[config.mk]
export PLATFORM = sky130hd
export DESIGN_NAME = parallel_port
export DESIGN_NICKNAME = d
export VERILOG_FILES = /design/src/hw/pport_pkg.sv /design/src/hw/byte_fifo.sv /design/src/hw/parallel_port.sv
export SDC_FILE = /design/constraint.sdc
export NUM_CORES = 1
export LEC_CHECK = 0
export BUFFER_PORTS_ARGS = -buffer_cell sky130_fd_sc_hd__buf_2
export CAP_MARGIN = 20
export CORE_MARGIN = 2
export CORE_UTILIZATION = 40
export CTS_CLUSTER_DIAMETER = 100
export DETAILED_ROUTE_END_ITERATION = 10
export SETUP_SLACK_MARGIN = 0.4
export SYNTH_ARGS = -nofsm -noshare
export SYNTH_HDL_FRONTEND = slang
export SYNTH_SLANG_ARGS = --single-unit
[constraint.sdc]
create_clock -name SYS_CLK -period 8.02 [get_ports SYS_CLK]
set_clock_uncertainty 0.05 [all_clocks]
set_input_delay 0.401 -clock SYS_CLK [delete_from_list [all_inputs] [get_ports SYS_CLK]]
set_output_delay 0.401 -clock SYS_CLK [all_outputs]
set_load 0.02 [all_outputs]
[src/hw/pport_pkg.sv]
package pport_pkg;

	// ----------------------------------------------------------------
	// widths and depths
	// ----------------------------------------------------------------
	localparam int DATA_W = 8;
	localparam int FIFO_DEPTH = 8;

	// ----------------------------------------------------------------
	// timing
	// ----------------------------------------------------------------
	localparam int CLK_PERIOD_NS = 4;
	localparam int STROBE_NS = 16; // low time of the bit-bang strobes
	localparam int STROBE_CYC = (STROBE_NS + CLK_PERIOD_NS - 1) / CLK_PERIOD_NS;
	localparam int STB_CNT_W = 3;
	localparam logic [STB_CNT_W-1:0] STB_LAST = 3'(STROBE_CYC - 1);
	localparam logic [STB_CNT_W-1:0] STB_ZERO = 3'h0;

	// ----------------------------------------------------------------
	// byte constants: reset value and full drive enable
	// ----------------------------------------------------------------
	localparam logic [DATA_W-1:0] BYTE_ZERO = 8'h00;
	localparam logic [DATA_W-1:0] BYTE_ONES = 8'hff;

	// ----------------------------------------------------------------
	// modes and states
	// ----------------------------------------------------------------
	typedef enum logic [1:0] {
		MODE_IDLE = 2'b00,
		MODE_ASYNC = 2'b01,
		MODE_BITBANG = 2'b10
	} port_mode_t;

	typedef enum logic [1:0] {
		BB_IDLE = 2'b00,
		BB_WSTB = 2'b01,
		BB_SAMPLE = 2'b10,
		BB_RSTB = 2'b11
	} bb_state_t;

endpackage

[src/hw/byte_fifo.sv]
`timescale 1ns/10ps
module byte_fifo #(
	parameter int WIDTH = 8,
	parameter int DEPTH = 8
) (
	input wire logic clk,
	input wire logic rst,
	input wire logic [WIDTH-1:0] in_data,
	input wire logic in_valid,
	output logic in_ready,
	output logic [WIDTH-1:0] out_data,
	output logic out_valid,
	input wire logic out_ready
);
	localparam int PW = $clog2(DEPTH);

	logic [WIDTH-1:0] mem [DEPTH];
	logic [PW-1:0] wr_ptr_ff;
	logic [PW-1:0] rd_ptr_ff;
	logic [PW:0] count_ff;
	logic [PW:0] nxt_count;
	logic full_ff;
	logic empty_ff;
	logic push;
	logic pop;

	// handshakes on both sides
	assign push = in_valid & ~full_ff;
	assign pop = out_ready & ~empty_ff;
	assign in_ready = ~full_ff;
	assign out_valid = ~empty_ff;
	assign out_data = mem[rd_ptr_ff];

	// occupancy after this cycle
	always_comb begin
		nxt_count = count_ff;
		if (push & ~pop) begin
			nxt_count = count_ff + (PW+1)'(1);
		end else if (pop & ~push) begin
			nxt_count = count_ff - (PW+1)'(1);
		end
	end

	// storage
	always_ff @(posedge clk) begin
		if (push) begin
			mem[wr_ptr_ff] <= in_data;
		end
	end

	// pointers, count and registered full / empty
	always_ff @(posedge clk) begin
		if (rst) begin
			wr_ptr_ff <= '0;
			rd_ptr_ff <= '0;
			count_ff <= '0;
			full_ff <= 1'b0;
			empty_ff <= 1'b1;
		end else begin
			if (push) begin
				wr_ptr_ff <= (wr_ptr_ff == PW'(DEPTH - 1)) ? '0 : wr_ptr_ff + PW'(1);
			end
			if (pop) begin
				rd_ptr_ff <= (rd_ptr_ff == PW'(DEPTH - 1)) ? '0 : rd_ptr_ff + PW'(1);
			end
			count_ff <= nxt_count;
			full_ff <= (nxt_count == (PW+1)'(DEPTH));
			empty_ff <= (nxt_count == '0);
		end
	end

endmodule

[src/hw/parallel_port.sv]
`timescale 1ns/10ps
module parallel_port (
	input wire logic SYS_CLK,
	input wire logic RST,
	input wire logic CFG_ASYNC_SEL,
	input wire logic BB_ENABLE,
	input wire logic [pport_pkg::DATA_W-1:0] BB_DIR_MASK,
	input wire logic REMOTE_WAKE_EN,
	input wire logic POWERED_OK_N,
	input wire logic RD_N,
	input wire logic WR_N,
	input wire logic FLUSH_WAKE_N,
	input wire logic [pport_pkg::DATA_W-1:0] PARALLEL_DATA_BUS_IN,
	output logic [pport_pkg::DATA_W-1:0] PARALLEL_DATA_BUS_OUT,
	output logic [pport_pkg::DATA_W-1:0] PARALLEL_DATA_BUS_OE,
	output logic RX_DATA_AVAIL_N_OUT,
	output logic RX_DATA_AVAIL_N_OE,
	output logic TX_SPACE_AVAIL_N_OUT,
	output logic TX_SPACE_AVAIL_N_OE,
	output logic PIN_UPDATE_PULSE_N,
	output logic PIN_SAMPLE_PULSE_N,
	input wire logic [pport_pkg::DATA_W-1:0] RX_IN_DATA,
	input wire logic RX_IN_VALID,
	output logic RX_IN_READY,
	output logic [pport_pkg::DATA_W-1:0] TX_OUT_DATA,
	output logic TX_OUT_VALID,
	input wire logic TX_OUT_READY,
	output logic SEND_NOW,
	output logic RESUME_REQ
);
	import pport_pkg::*;

	// ----------------------------------------------------------------
	// declarations
	// ----------------------------------------------------------------
	port_mode_t mode_ff, nxt_mode;
	bb_state_t bb_state_ff;
	logic rd_s1_ff, rd_s2_ff, rd_prev_ff;
	logic wr_s1_ff, wr_s2_ff, wr_prev_ff;
	logic wk_s1_ff, wk_s2_ff, wk_prev_ff;
	logic [DATA_W-1:0] din_s1_ff, din_s2_ff;
	logic [DATA_W-1:0] data_out_ff, data_oe_ff, bb_out_ff;
	logic [DATA_W-1:0] rx_out_data, tx_push_data;
	logic rd_fall, rd_rise, wr_fall, wake_fall, async_on, bb_on;
	logic rd_took_ff, rd_gap_ff, rx_avail_n_ff, tx_space_n_ff, flags_oe_ff;
	logic upd_n_ff, smp_n_ff, send_now_ff, resume_ff;
	logic [STB_CNT_W-1:0] stb_cnt_ff;
	logic rx_out_valid, rx_pop, tx_in_ready, tx_push;

	assign async_on = (mode_ff == MODE_ASYNC);
	assign bb_on = (mode_ff == MODE_BITBANG);

	// ----------------------------------------------------------------
	// buffers
	// ----------------------------------------------------------------
	// receive path: usb engine toward the pins
	byte_fifo #(.WIDTH(DATA_W), .DEPTH(FIFO_DEPTH)) u_rx_fifo (
		.clk(SYS_CLK),
		.rst(RST),
		.in_data(RX_IN_DATA),
		.in_valid(RX_IN_VALID),
		.in_ready(RX_IN_READY),
		.out_data(rx_out_data),
		.out_valid(rx_out_valid),
		.out_ready(rx_pop)
	);
	// transmit path: pins toward the usb engine
	byte_fifo #(.WIDTH(DATA_W), .DEPTH(FIFO_DEPTH)) u_tx_fifo (
		.clk(SYS_CLK),
		.rst(RST),
		.in_data(tx_push_data),
		.in_valid(tx_push),
		.in_ready(tx_in_ready),
		.out_data(TX_OUT_DATA),
		.out_valid(TX_OUT_VALID),
		.out_ready(TX_OUT_READY)
	);

	// ----------------------------------------------------------------
	// pin synchronisers and edge detection
	// ----------------------------------------------------------------
	// two flops on every pin input, edges taken on the second stage
	always_ff @(posedge SYS_CLK) begin
		if (RST) begin
			rd_s1_ff <= 1'b1;
			rd_s2_ff <= 1'b1;
			rd_prev_ff <= 1'b1;
			wr_s1_ff <= 1'b1;
			wr_s2_ff <= 1'b1;
			wr_prev_ff <= 1'b1;
			wk_s1_ff <= 1'b1;
			wk_s2_ff <= 1'b1;
			wk_prev_ff <= 1'b1;
			din_s1_ff <= BYTE_ZERO;
			din_s2_ff <= BYTE_ZERO;
		end else begin
			rd_s1_ff <= RD_N;
			rd_s2_ff <= rd_s1_ff;
			rd_prev_ff <= rd_s2_ff;
			wr_s1_ff <= WR_N;
			wr_s2_ff <= wr_s1_ff;
			wr_prev_ff <= wr_s2_ff;
			wk_s1_ff <= FLUSH_WAKE_N;
			wk_s2_ff <= wk_s1_ff;
			wk_prev_ff <= wk_s2_ff;
			din_s1_ff <= PARALLEL_DATA_BUS_IN;
			din_s2_ff <= din_s1_ff;
		end
	end

	// strobe edges, no interface clock involved
	assign rd_fall = rd_prev_ff & ~rd_s2_ff;
	assign rd_rise = ~rd_prev_ff & rd_s2_ff;
	assign wr_fall = wr_prev_ff & ~wr_s2_ff;
	assign wake_fall = wk_prev_ff & ~wk_s2_ff;

	// ----------------------------------------------------------------
	// mode selection
	// ----------------------------------------------------------------
	// host command wins; async fifo only when configuration selects it
	assign nxt_mode = BB_ENABLE ? MODE_BITBANG
		: (CFG_ASYNC_SEL ? MODE_ASYNC : MODE_IDLE);
	// mode changes only with no read or bit-bang cycle in flight
	always_ff @(posedge SYS_CLK) begin
		if (RST) begin
			mode_ff <= MODE_IDLE;
		end else if (!rd_took_ff && bb_state_ff == BB_IDLE) begin
			mode_ff <= nxt_mode;
		end
	end

	// ----------------------------------------------------------------
	// buffer handshakes
	// ----------------------------------------------------------------
	// pop on read release in async mode, on write start in bit-bang
	assign rx_pop = (async_on & rd_rise & rd_took_ff)
		| (bb_on & bb_state_ff == BB_IDLE & rx_out_valid);
	// push on write strobe fall, or pin sample in bit-bang
	assign tx_push = (async_on & wr_fall & ~tx_space_n_ff)
		| (bb_state_ff == BB_SAMPLE & tx_in_ready);
	assign tx_push_data = din_s2_ff;

	// ----------------------------------------------------------------
	// async fifo read side
	// ----------------------------------------------------------------
	// remembers that the current low read strobe took a byte
	always_ff @(posedge SYS_CLK) begin
		if (RST) begin
			rd_took_ff <= 1'b0;
		end else if (async_on && rd_fall && !rx_avail_n_ff) begin
			rd_took_ff <= 1'b1;
		end else if (rd_rise || !async_on) begin
			rd_took_ff <= 1'b0;
		end
	end
	// one cycle guard after a read so the flag is seen high
	always_ff @(posedge SYS_CLK) begin
		if (RST) begin
			rd_gap_ff <= 1'b0;
		end else begin
			rd_gap_ff <= rd_rise;
		end
	end
	// data-available flag
	always_ff @(posedge SYS_CLK) begin
		if (RST) begin
			rx_avail_n_ff <= 1'b1;
		end else if (!async_on) begin
			rx_avail_n_ff <= 1'b1;
		end else if (rd_rise) begin
			rx_avail_n_ff <= 1'b1;
		end else if (rd_s2_ff && !rd_gap_ff) begin
			rx_avail_n_ff <= ~rx_out_valid;
		end
	end

	// ----------------------------------------------------------------
	// async fifo write side
	// ----------------------------------------------------------------
	// space flag follows buffer room, raised for the cycle of a capture
	always_ff @(posedge SYS_CLK) begin
		if (RST) begin
			tx_space_n_ff <= 1'b1;
		end else if (!async_on || tx_push) begin
			tx_space_n_ff <= 1'b1;
		end else begin
			tx_space_n_ff <= ~tx_in_ready;
		end
	end
	// flag enables: released in reset, driven in async mode
	always_ff @(posedge SYS_CLK) begin
		if (RST) begin
			flags_oe_ff <= 1'b0;
		end else begin
			flags_oe_ff <= async_on;
		end
	end

	// ----------------------------------------------------------------
	// data bus drive
	// ----------------------------------------------------------------
	// async: drive head byte while read low; bit-bang: held latch
	always_ff @(posedge SYS_CLK) begin
		if (RST) begin
			data_out_ff <= BYTE_ZERO;
			data_oe_ff <= BYTE_ZERO;
		end else if (async_on) begin
			if (rd_fall && !rx_avail_n_ff) begin
				data_out_ff <= rx_out_data;
				data_oe_ff <= BYTE_ONES;
			end else if (rd_rise || !rd_took_ff) begin
				data_oe_ff <= BYTE_ZERO;
			end
		end else if (bb_on) begin
			data_out_ff <= rx_pop ? rx_out_data : bb_out_ff;
			data_oe_ff <= (bb_state_ff == BB_IDLE && !BB_ENABLE) ? BYTE_ZERO : BB_DIR_MASK;
		end else begin
			data_oe_ff <= BYTE_ZERO;
		end
	end

	// ----------------------------------------------------------------
	// bit-bang sequencer
	// ----------------------------------------------------------------
	// write pins, pulse update strobe, sample, pulse sample strobe
	always_ff @(posedge SYS_CLK) begin
		if (RST) begin
			bb_state_ff <= BB_IDLE;
			stb_cnt_ff <= STB_ZERO;
			upd_n_ff <= 1'b1;
			smp_n_ff <= 1'b1;
		end else begin
			case (bb_state_ff)
				BB_IDLE: begin
					if (rx_pop && bb_on) begin
						upd_n_ff <= 1'b0;
						stb_cnt_ff <= STB_ZERO;
						bb_state_ff <= BB_WSTB;
					end
				end
				BB_WSTB: begin
					if (stb_cnt_ff == STB_LAST) begin
						upd_n_ff <= 1'b1;
						bb_state_ff <= BB_SAMPLE;
					end else begin
						stb_cnt_ff <= stb_cnt_ff + 3'h1;
					end
				end
				BB_SAMPLE: begin
					if (tx_in_ready) begin
						smp_n_ff <= 1'b0;
						stb_cnt_ff <= STB_ZERO;
						bb_state_ff <= BB_RSTB;
					end
				end
				BB_RSTB: begin
					if (stb_cnt_ff == STB_LAST) begin
						smp_n_ff <= 1'b1;
						bb_state_ff <= BB_IDLE;
					end else begin
						stb_cnt_ff <= stb_cnt_ff + 3'h1;
					end
				end
				default: begin
					bb_state_ff <= BB_IDLE;
				end
			endcase
		end
	end
	// output latch, changed only by a host write
	always_ff @(posedge SYS_CLK) begin
		if (RST) begin
			bb_out_ff <= BYTE_ZERO;
		end else if (bb_on && rx_pop) begin
			bb_out_ff <= rx_out_data;
		end
	end

	// ----------------------------------------------------------------
	// flush / wake
	// ----------------------------------------------------------------
	// low pulse: resume when suspended with remote wake enabled, send immediately when powered
	always_ff @(posedge SYS_CLK) begin
		if (RST) begin
			send_now_ff <= 1'b0;
			resume_ff <= 1'b0;
		end else begin
			resume_ff <= wake_fall & POWERED_OK_N & REMOTE_WAKE_EN;
			send_now_ff <= wake_fall & ~POWERED_OK_N;
		end
	end

	// ----------------------------------------------------------------
	// outputs
	// ----------------------------------------------------------------
	assign PARALLEL_DATA_BUS_OUT = data_out_ff;
	assign PARALLEL_DATA_BUS_OE = data_oe_ff;
	assign RX_DATA_AVAIL_N_OUT = rx_avail_n_ff;
	assign RX_DATA_AVAIL_N_OE = flags_oe_ff;
	assign TX_SPACE_AVAIL_N_OUT = tx_space_n_ff;
	assign TX_SPACE_AVAIL_N_OE = flags_oe_ff;
	assign PIN_UPDATE_PULSE_N = upd_n_ff;
	assign PIN_SAMPLE_PULSE_N = smp_n_ff;
	assign SEND_NOW = send_now_ff;
	assign RESUME_REQ = resume_ff;
endmodule

Word-level counts from Yosys, hierarchy flattened
Memories as Yosys holds them, arrays and structs flattened. A register that Yosys moved wholly into a read port is not among the register bits.
Index checks and enable logic that the tools add are counted.
{"block": "totals", "register_bits": 89, "ramBits": 128, "in_bits": 35, "output_inout_bits": 34, "word_cells": 178, "mem_count": 2}
{"block": "op_classes", "add_sub_neg": 9, "eq_ne": 19, "muxes": 43, "bitwise": 39, "reduce_logical": 30}
{"memory": "u_rx_fifo.mem", "words": 8, "word_bits": 8, "rd": 1, "rd_ports_with_merged_regs": 1, "write_ports": 1, "line_no": "byte_fifo.sv:17", "text": "logic [WIDTH-1:0] mem [DEPTH];"}
{"memory": "u_tx_fifo.mem", "words": 8, "word_bits": 8, "rd": 1, "rd_ports_with_merged_regs": 1, "write_ports": 1, "line_no": "byte_fifo.sv:17"}
{"cell": "2-to-1 mux 8 bit", "n": 9}
{"cell": "2-to-1 mux 3 bit", "n": 11}
{"cell": "AND 1 bit", "n": 22}
{"cell": "2-to-1 mux 4 bit", "n": 4}
{"cell": "adder 3 x 1 -> 3 bit (second input constant)", "n": 5}
{"cell": "NOT 1 bit", "n": 15}
{"cell": "== test 3 bit (second input constant)", "n": 4}
{"cell": "2-to-1 mux 1 bit", "n": 10}
{"cell": "2-to-1 mux 2 bit", "n": 5}
{"cell": "case mux 3 bit (3 select lines)", "n": 1}
{"cell": "AND reduction 3 bit", "n": 3}
{"cell": "adder 4 x 1 -> 4 bit (second input constant)", "n": 2}
{"cell": "== test 4 bit (second input constant)", "n": 2}
{"cell": "zero test 4 bit", "n": 2}
{"cell": "inequality test 2 bit (second input constant)", "n": 4}
{"cell": "case mux 2 bit (4 select lines)", "n": 1}
{"cell": "nonzero test 2 bit", "n": 4}
{"cell": "subtractor 4 x 1 -> 4 bit (second input constant)", "n": 2}
{"cell": "logical AND 1 bit", "n": 7}
{"cell": "== test 2 bit (second input constant)", "n": 3}
{"cell": "zero test 1 bit", "n": 5}
{"cell": "== test 2 x 1 -> 1 bit (second input constant)", "n": 2}
{"cell": "inequality test 2 x 1 -> 1 bit (second input constant)", "n": 2}
{"cell": "case mux 1 bit (2 select lines)", "n": 2}
{"cell": "9 further kinds", "n": 13}

Longest topological paths before layout
{"block": "depth", "depth_word": 11, "mapped_depth": 9}

By module
Synthesis repeated with hierarchy kept, for this count alone.
{"block": "hier_totals", "cells_unflattened": 631, "area_unflattened_um2": 8884.8}
{"module": "byte_fifo (u_rx_fifo)", "instances": 1, "cells_per_inst": 185, "area_per_inst_um2": 3230.6, "seq_area_each_um2": 2222.1}
{"module": "byte_fifo (u_tx_fifo)", "instances": 1, "cells_per_inst": 185, "area_per_inst_um2": 3219.3, "seq_area_each_um2": 2222.1}
{"module": "parallel_port", "instances": 1, "cells_per_inst": 261, "area_per_inst_um2": 2434.8, "seq_area_each_um2": 1301.2}

Worst setup path after synthesis
OpenSTA, ideal clock, no wires.
{"block": "synth_timing", "path_type": "reg-to-reg", "from": "register bb_state_ff[0]", "to": "memory u_tx_fifo.mem[1][0] (enable)", "setup_time_ns": 0.398, "t_arrival_ns": 2.101, "required_time_ns": 7.572, "slack_ns": 5.471, "stages_incl_launch_ff": 7, "n_path_buf": 1, "cell_sequence": "dfxtp_1 inv_1 ha_1 nor2b_1 a21oi_1 clkbuf_1 nor4b_1"}
{"block": "synth_between", "elab_chain_cells": 6}
{"item": "from (decl)", "line_no": "parallel_port.sv:37", "text": "bb_state_t bb_state_ff;"}
{"item": "from (signal assigned)", "line_no": "parallel_port.sv:228", "text": "bb_state_ff <= BB_IDLE;"}
{"item": "from (signal assigned)", "line_no": "parallel_port.sv:238", "text": "bb_state_ff <= BB_WSTB;"}
{"item": "from (signal assigned)", "line_no": "parallel_port.sv:244", "text": "bb_state_ff <= BB_SAMPLE;"}
{"item": "== test 2 bit", "line_no": "parallel_port.sv:140", "text": "| (bb_state_ff == BB_SAMPLE & tx_in_ready);"}
{"item": "AND 1 bit", "line_no": "parallel_port.sv:140"}
{"item": "OR 1 bit", "line_no": "parallel_port.sv:140"}
{"item": "AND 1 bit", "line_no": "byte_fifo.sv:28", "text": "assign push = in_valid & ~full_ff;"}
{"item": "2-to-1 mux 1 bit", "line_no": "byte_fifo.sv:46", "text": "if (push) begin"}
{"item": "2-to-1 mux 1 bit (implied by the code)", "line_no": "byte_fifo.sv:47", "text": "mem[wr_ptr_ff] <= in_data;"}
{"item": "to (decl)", "line_no": "byte_fifo.sv:17"}
Every way passes these cells.

Worst setup path in the final report
{"block": "layout_timing", "from": "register bb_state_ff[0]", "to": "register data_out_ff[4], in the netlist PARALLEL_DATA_BUS_OUT[4]"}
{"block": "layout_between", "elab_chain_cells": 7}
{"item": "zero test 2 bit", "line_no": "parallel_port.sv:137", "text": "| (bb_on & bb_state_ff == BB_IDLE & rx_out_valid);"}
{"item": "AND 1 bit (2 in series)", "line_no": "parallel_port.sv:137"}
{"item": "OR 1 bit", "line_no": "parallel_port.sv:137"}
{"item": "2-to-1 mux 8 bit", "line_no": "parallel_port.sv:215", "text": "data_out_ff <= rx_pop ? rx_out_data : bb_out_ff;"}
{"item": "2-to-1 mux 8 bit", "line_no": "parallel_port.sv:214", "text": "end else if (bb_on) begin"}
{"item": "2-to-1 mux 8 bit", "line_no": "parallel_port.sv:207", "text": "end else if (async_on) begin"}
{"item": "to (signal assigned)", "line_no": "parallel_port.sv:209", "text": "data_out_ff <= rx_out_data;"}
{"item": "to (signal assigned)", "line_no": "parallel_port.sv:215"}
{"item": "to (decl)", "line_no": "parallel_port.sv:42", "text": "logic [DATA_W-1:0] data_out_ff, data_oe_ff, bb_out_ff;"}
Every way passes these cells. The select of a mux whose other input is x is not followed.
A chain may end at the register's enable or synchronous reset.

==> summary.txt <==
Clock network
  – Hold_buf cts: 0
  – Max H-tree Level: 1
  – Post-cts sizing count: 0
  – Clock Latency Late Sink: 0.50 ns
  – Setup Buffers After CTS: 0
  – Register clock-pin slew on the reported worst setup and hold paths: roughly 0.060 ns
  – Num CTS Buffers: 24
  – Clock Tree Root: clkbuf_16
  – CTS max path bufs: 3
  – CTS tree: yes
  – CTS sink count: 223

Pwr
  – Peak supply drop: around 0.19 mV
  – Leak pwr: roughly 3.6 nW
  – Power per cell area: about 280 nW/µm²
  – Total Power: 2.84 mW

Routing
  – ANT nets after route: 0
  – Total wire length: 16400 µm
  – DR WL/cell: between 15 and 20 µm
  – Vias: 4960
  – Drc violations: 0
  – First drt pass iteration count: 4
  – Vias/cell: 5.15
  – DRT iter0 DRCs: 269

Die
  – Die area: 22800 µm²
  – Io pins: ~70
  – Initial Utilization: 0.409
  – Die width: 151 µm
  – Die Y: 151 µm
  – Core box area: 21100 µm²
  – Row cnt: 53

Setup path
  – R2R Path End: PARALLEL_DATA_BUS_OUT[4]
  – WP data required: 8.33 ns
  – Setup Crit Path Kind: reg -> reg
  – Worst r2r src: bb_state_ff[0]
  – Worst Path Max Fanout: 19
  – R2r worst-path depth: 7
  – Worst reg-to-reg setup slack: 5.38 ns
  – Nature of the critical path startpoint: flop
  – Crit path capture type: flop
  – Data arrival time of the critical path: 2.96 ns

Synthesis
  – Total number of yosys warnings: 0
  – Cell Area, Synth: between 8000 and 9000 µm²
  – #FFs+latches synth: 223
  – Synth Flop Type: edfxtp_1
  – Sequential area share after synthesis: 0.666
  – Ranking of synthesized cells by area: edfxtp_1, dfxtp_1, mux4_2, ha_1, nor2_1
  – Asr flop ratio synth: 0
  – Mapped Avg Cell Area: 14.6 µm²
  – Synthesized Nets: 643
  – Share of the synthesized area in the top cell type: 0.445
  – Post-Syn Instances: 590
  – EDFF count, synth: 128
  – Post-synth cell types: 61
  – Largest area contributor in the netlist: edfxtp_1

Finish
  – Fin nets: 724
  – Area grow syn2layout: 17.4%
  – Non-filler instance count after layout: around 960
  – Diodes inserted: 0
  – Fin area: between 10000 and 15000 µm²
  – Final core occ: 0.480
  – Layout cell share with drive strength beyond 1: 0.261
  – Commonest non-fill, non-tap cell in the layout: edfxtp_1
  – Most frequent cells in the layout: edfxtp_1, dfxtp_1, buf_2, nor2_1, mux4_2

STA
  – Slew @ Worst Pin: 1.00 ns
  – Final hold viol count: 0
  – Final setup vio count: 0
  – Slew Limit Fails: 0
  – Setup_tns: 0 ns
  – Slew margin rel.: 0.328
  – F_max: 378 MHz
  – Worst hold slack: 0.0252 ns
  – Fin worst setup slack: approximately 5.4 ns
  – RSZ-0062 raised after global routing: no
  – Final period util: 0.330
  – Min cycle time layout: ~2.6 ns

Global routing
  – Gr usage total: 0.147
  – First-pass GRT wire length: 26300 µm
  – Initial antenna violation count: 0
  – Maximum number of pins on one net before global-route repair: 77
  – GRT overflow: 0
  – Vias in the first global route: 4999

Place
  – Global placer's final weighted congestion: 0.786
  – Hpwl dp: around 11000 µm
  – Port Buffers: just under 70
  – Placed Area: 9290 µm²
  – Placed Cells: 916
  – Setup WS pre-CTS: 5.24 ns

Hold path
  – WHS Endpoint: SEND_NOW
  – HP Start: POWERED_OK_N
  – Tightest Hold Check Type: in -> reg
  – WHS Path Cells: 2

Status
  – Outcome: completed

Run
  – Max_cap viols: 0
[sequential cells by signal, indices dropped and copies added (netlist names), 2 cells and up, named ones only]
| name | flops |
|---|---|
| PARALLEL_DATA_BUS_OE | 8 |
| PARALLEL_DATA_BUS_OUT | 8 |
| bb_out_ff | 8 |
| bb_state_ff | 2 |
| din_s1_ff | 8 |
| din_s2_ff | 8 |
| mode_ff | 2 |
| stb_cnt_ff | 3 |
| u_rx_fifo.count_ff | 4 |
| u_rx_fifo.mem | 64 |
| u_rx_fifo.rd_ptr_ff | 3 |
| u_rx_fifo.wr_ptr_ff | 3 |
| u_tx_fifo.count_ff | 4 |
| u_tx_fifo.mem | 64 |
| u_tx_fifo.rd_ptr_ff | 3 |
| u_tx_fifo.wr_ptr_ff | 3 |
[layout make-up]
cell class / count / area, µm²
clock buffers: 28 / 637
flip-flops and latches: 223 / 5750
repair buffers: 82 / 478
inverters: 13 / 48.8
well taps: 275 / 344
multi-input cells: 327 / 2710
fillers: 1818 / 11000
clock inverters: 16 / 163
[Yosys cell counts, types with 2 or more instances]
| cell type | number |
|---|---|
| nor3_1 | 15 |
| nor3b_1 | 7 |
| nor4_1 | 2 |
| or3_1 | 3 |
| nor4b_1 | 2 |
| buf_2 | 5 |
| o21ai_0 | 7 |
| mux4_2 | 32 |
| a221oi_1 | 8 |
| clkbuf_1 | 15 |
| nand4b_1 | 2 |
| nand2b_1 | 8 |
| nand3_1 | 3 |
| ha_1 | 18 |
| buf_4 | 2 |
| dfxtp_1 | 95 |
| a211oi_1 | 10 |
| xnor2_1 | 7 |
| nor2b_1 | 21 |
| mux2_2 | 8 |
| a21boi_0 | 2 |
| buf_6 | 2 |
| o2bb2ai_1 | 8 |
| nor2_1 | 58 |
| edfxtp_1 | 128 |
| mux2i_1 | 12 |
| or2_2 | 10 |
| inv_1 | 13 |
| a21oi_1 | 28 |
| buf_1 | 3 |
| nand2_1 | 25 |
| nand3b_1 | 2 |
[critical path, cell delays in order, from the launching register on]
cell	delay (ns)
dfxtp_1	0.36
inv_1	0.09
ha_1	0.30
and4bb_1	0.49
nor2_1	0.85
nor2_1	0.14
a21oi_1	0.15
o2bb2ai_1	0.08
[kinds of logic after synthesis]
kind of cell | count (synthesis) | share of synthesized area
xor gates and xnor gates | 8 | 0.00812
AOI/OAI and AO/OA | 80 | 0.0683
and+or+nand+nor | 169 | 0.103
DFF | 223 | 0.666
buffers and inverters | 40 | 0.0207
muxes | 52 | 0.108
adders and majority gates | 18 | 0.0261
[metal layers]
| metal | wire (µm) | GRT usage | up-vias |
|---|---|---|---|
| met5 | 0 | 0 | - |
| met2 | 8120 | 0.252 | 97 |
| met3 | 640 | 0.0247 | 34 |
| li1 | - | - | 2380 |
| met1 | 7280 | 0.195 | 2449 |
| met4 | 389 | 0.0411 | 0 |
[where the power goes]
group	switching, mW	internal (mW)	leakage [nW]	total (mW)
registers	0.0580	1.27	1.95	1.33
logic	0.224	0.187	1.27	0.411
clock network	0.434	0.666	0.388	1.10
[how the worst max path moves through the flow]
stage	startpoint	to	slack, ns	cells past startpoint
2_1_floorplan	bb_state_ff[0]	u_tx_fifo.mem[1][0]	5.47	6
3_3_place_gp	bb_state_ff[0]	u_tx_fifo.mem[3][5]	5.35	7
3_5_place_dp	bb_state_ff[0]	u_tx_fifo.mem[3][5]	5.24	7
4_1_cts	flop	TX_OUT_DATA[5]	4.94	3
5_1_grt	bb_state_ff[0]	PARALLEL_DATA_BUS_OUT[6]	5.17	7
6_report	bb_state_ff[0]	PARALLEL_DATA_BUS_OUT[4]	5.38	7
No activity file was read; power rests on OpenSTA's default activity.
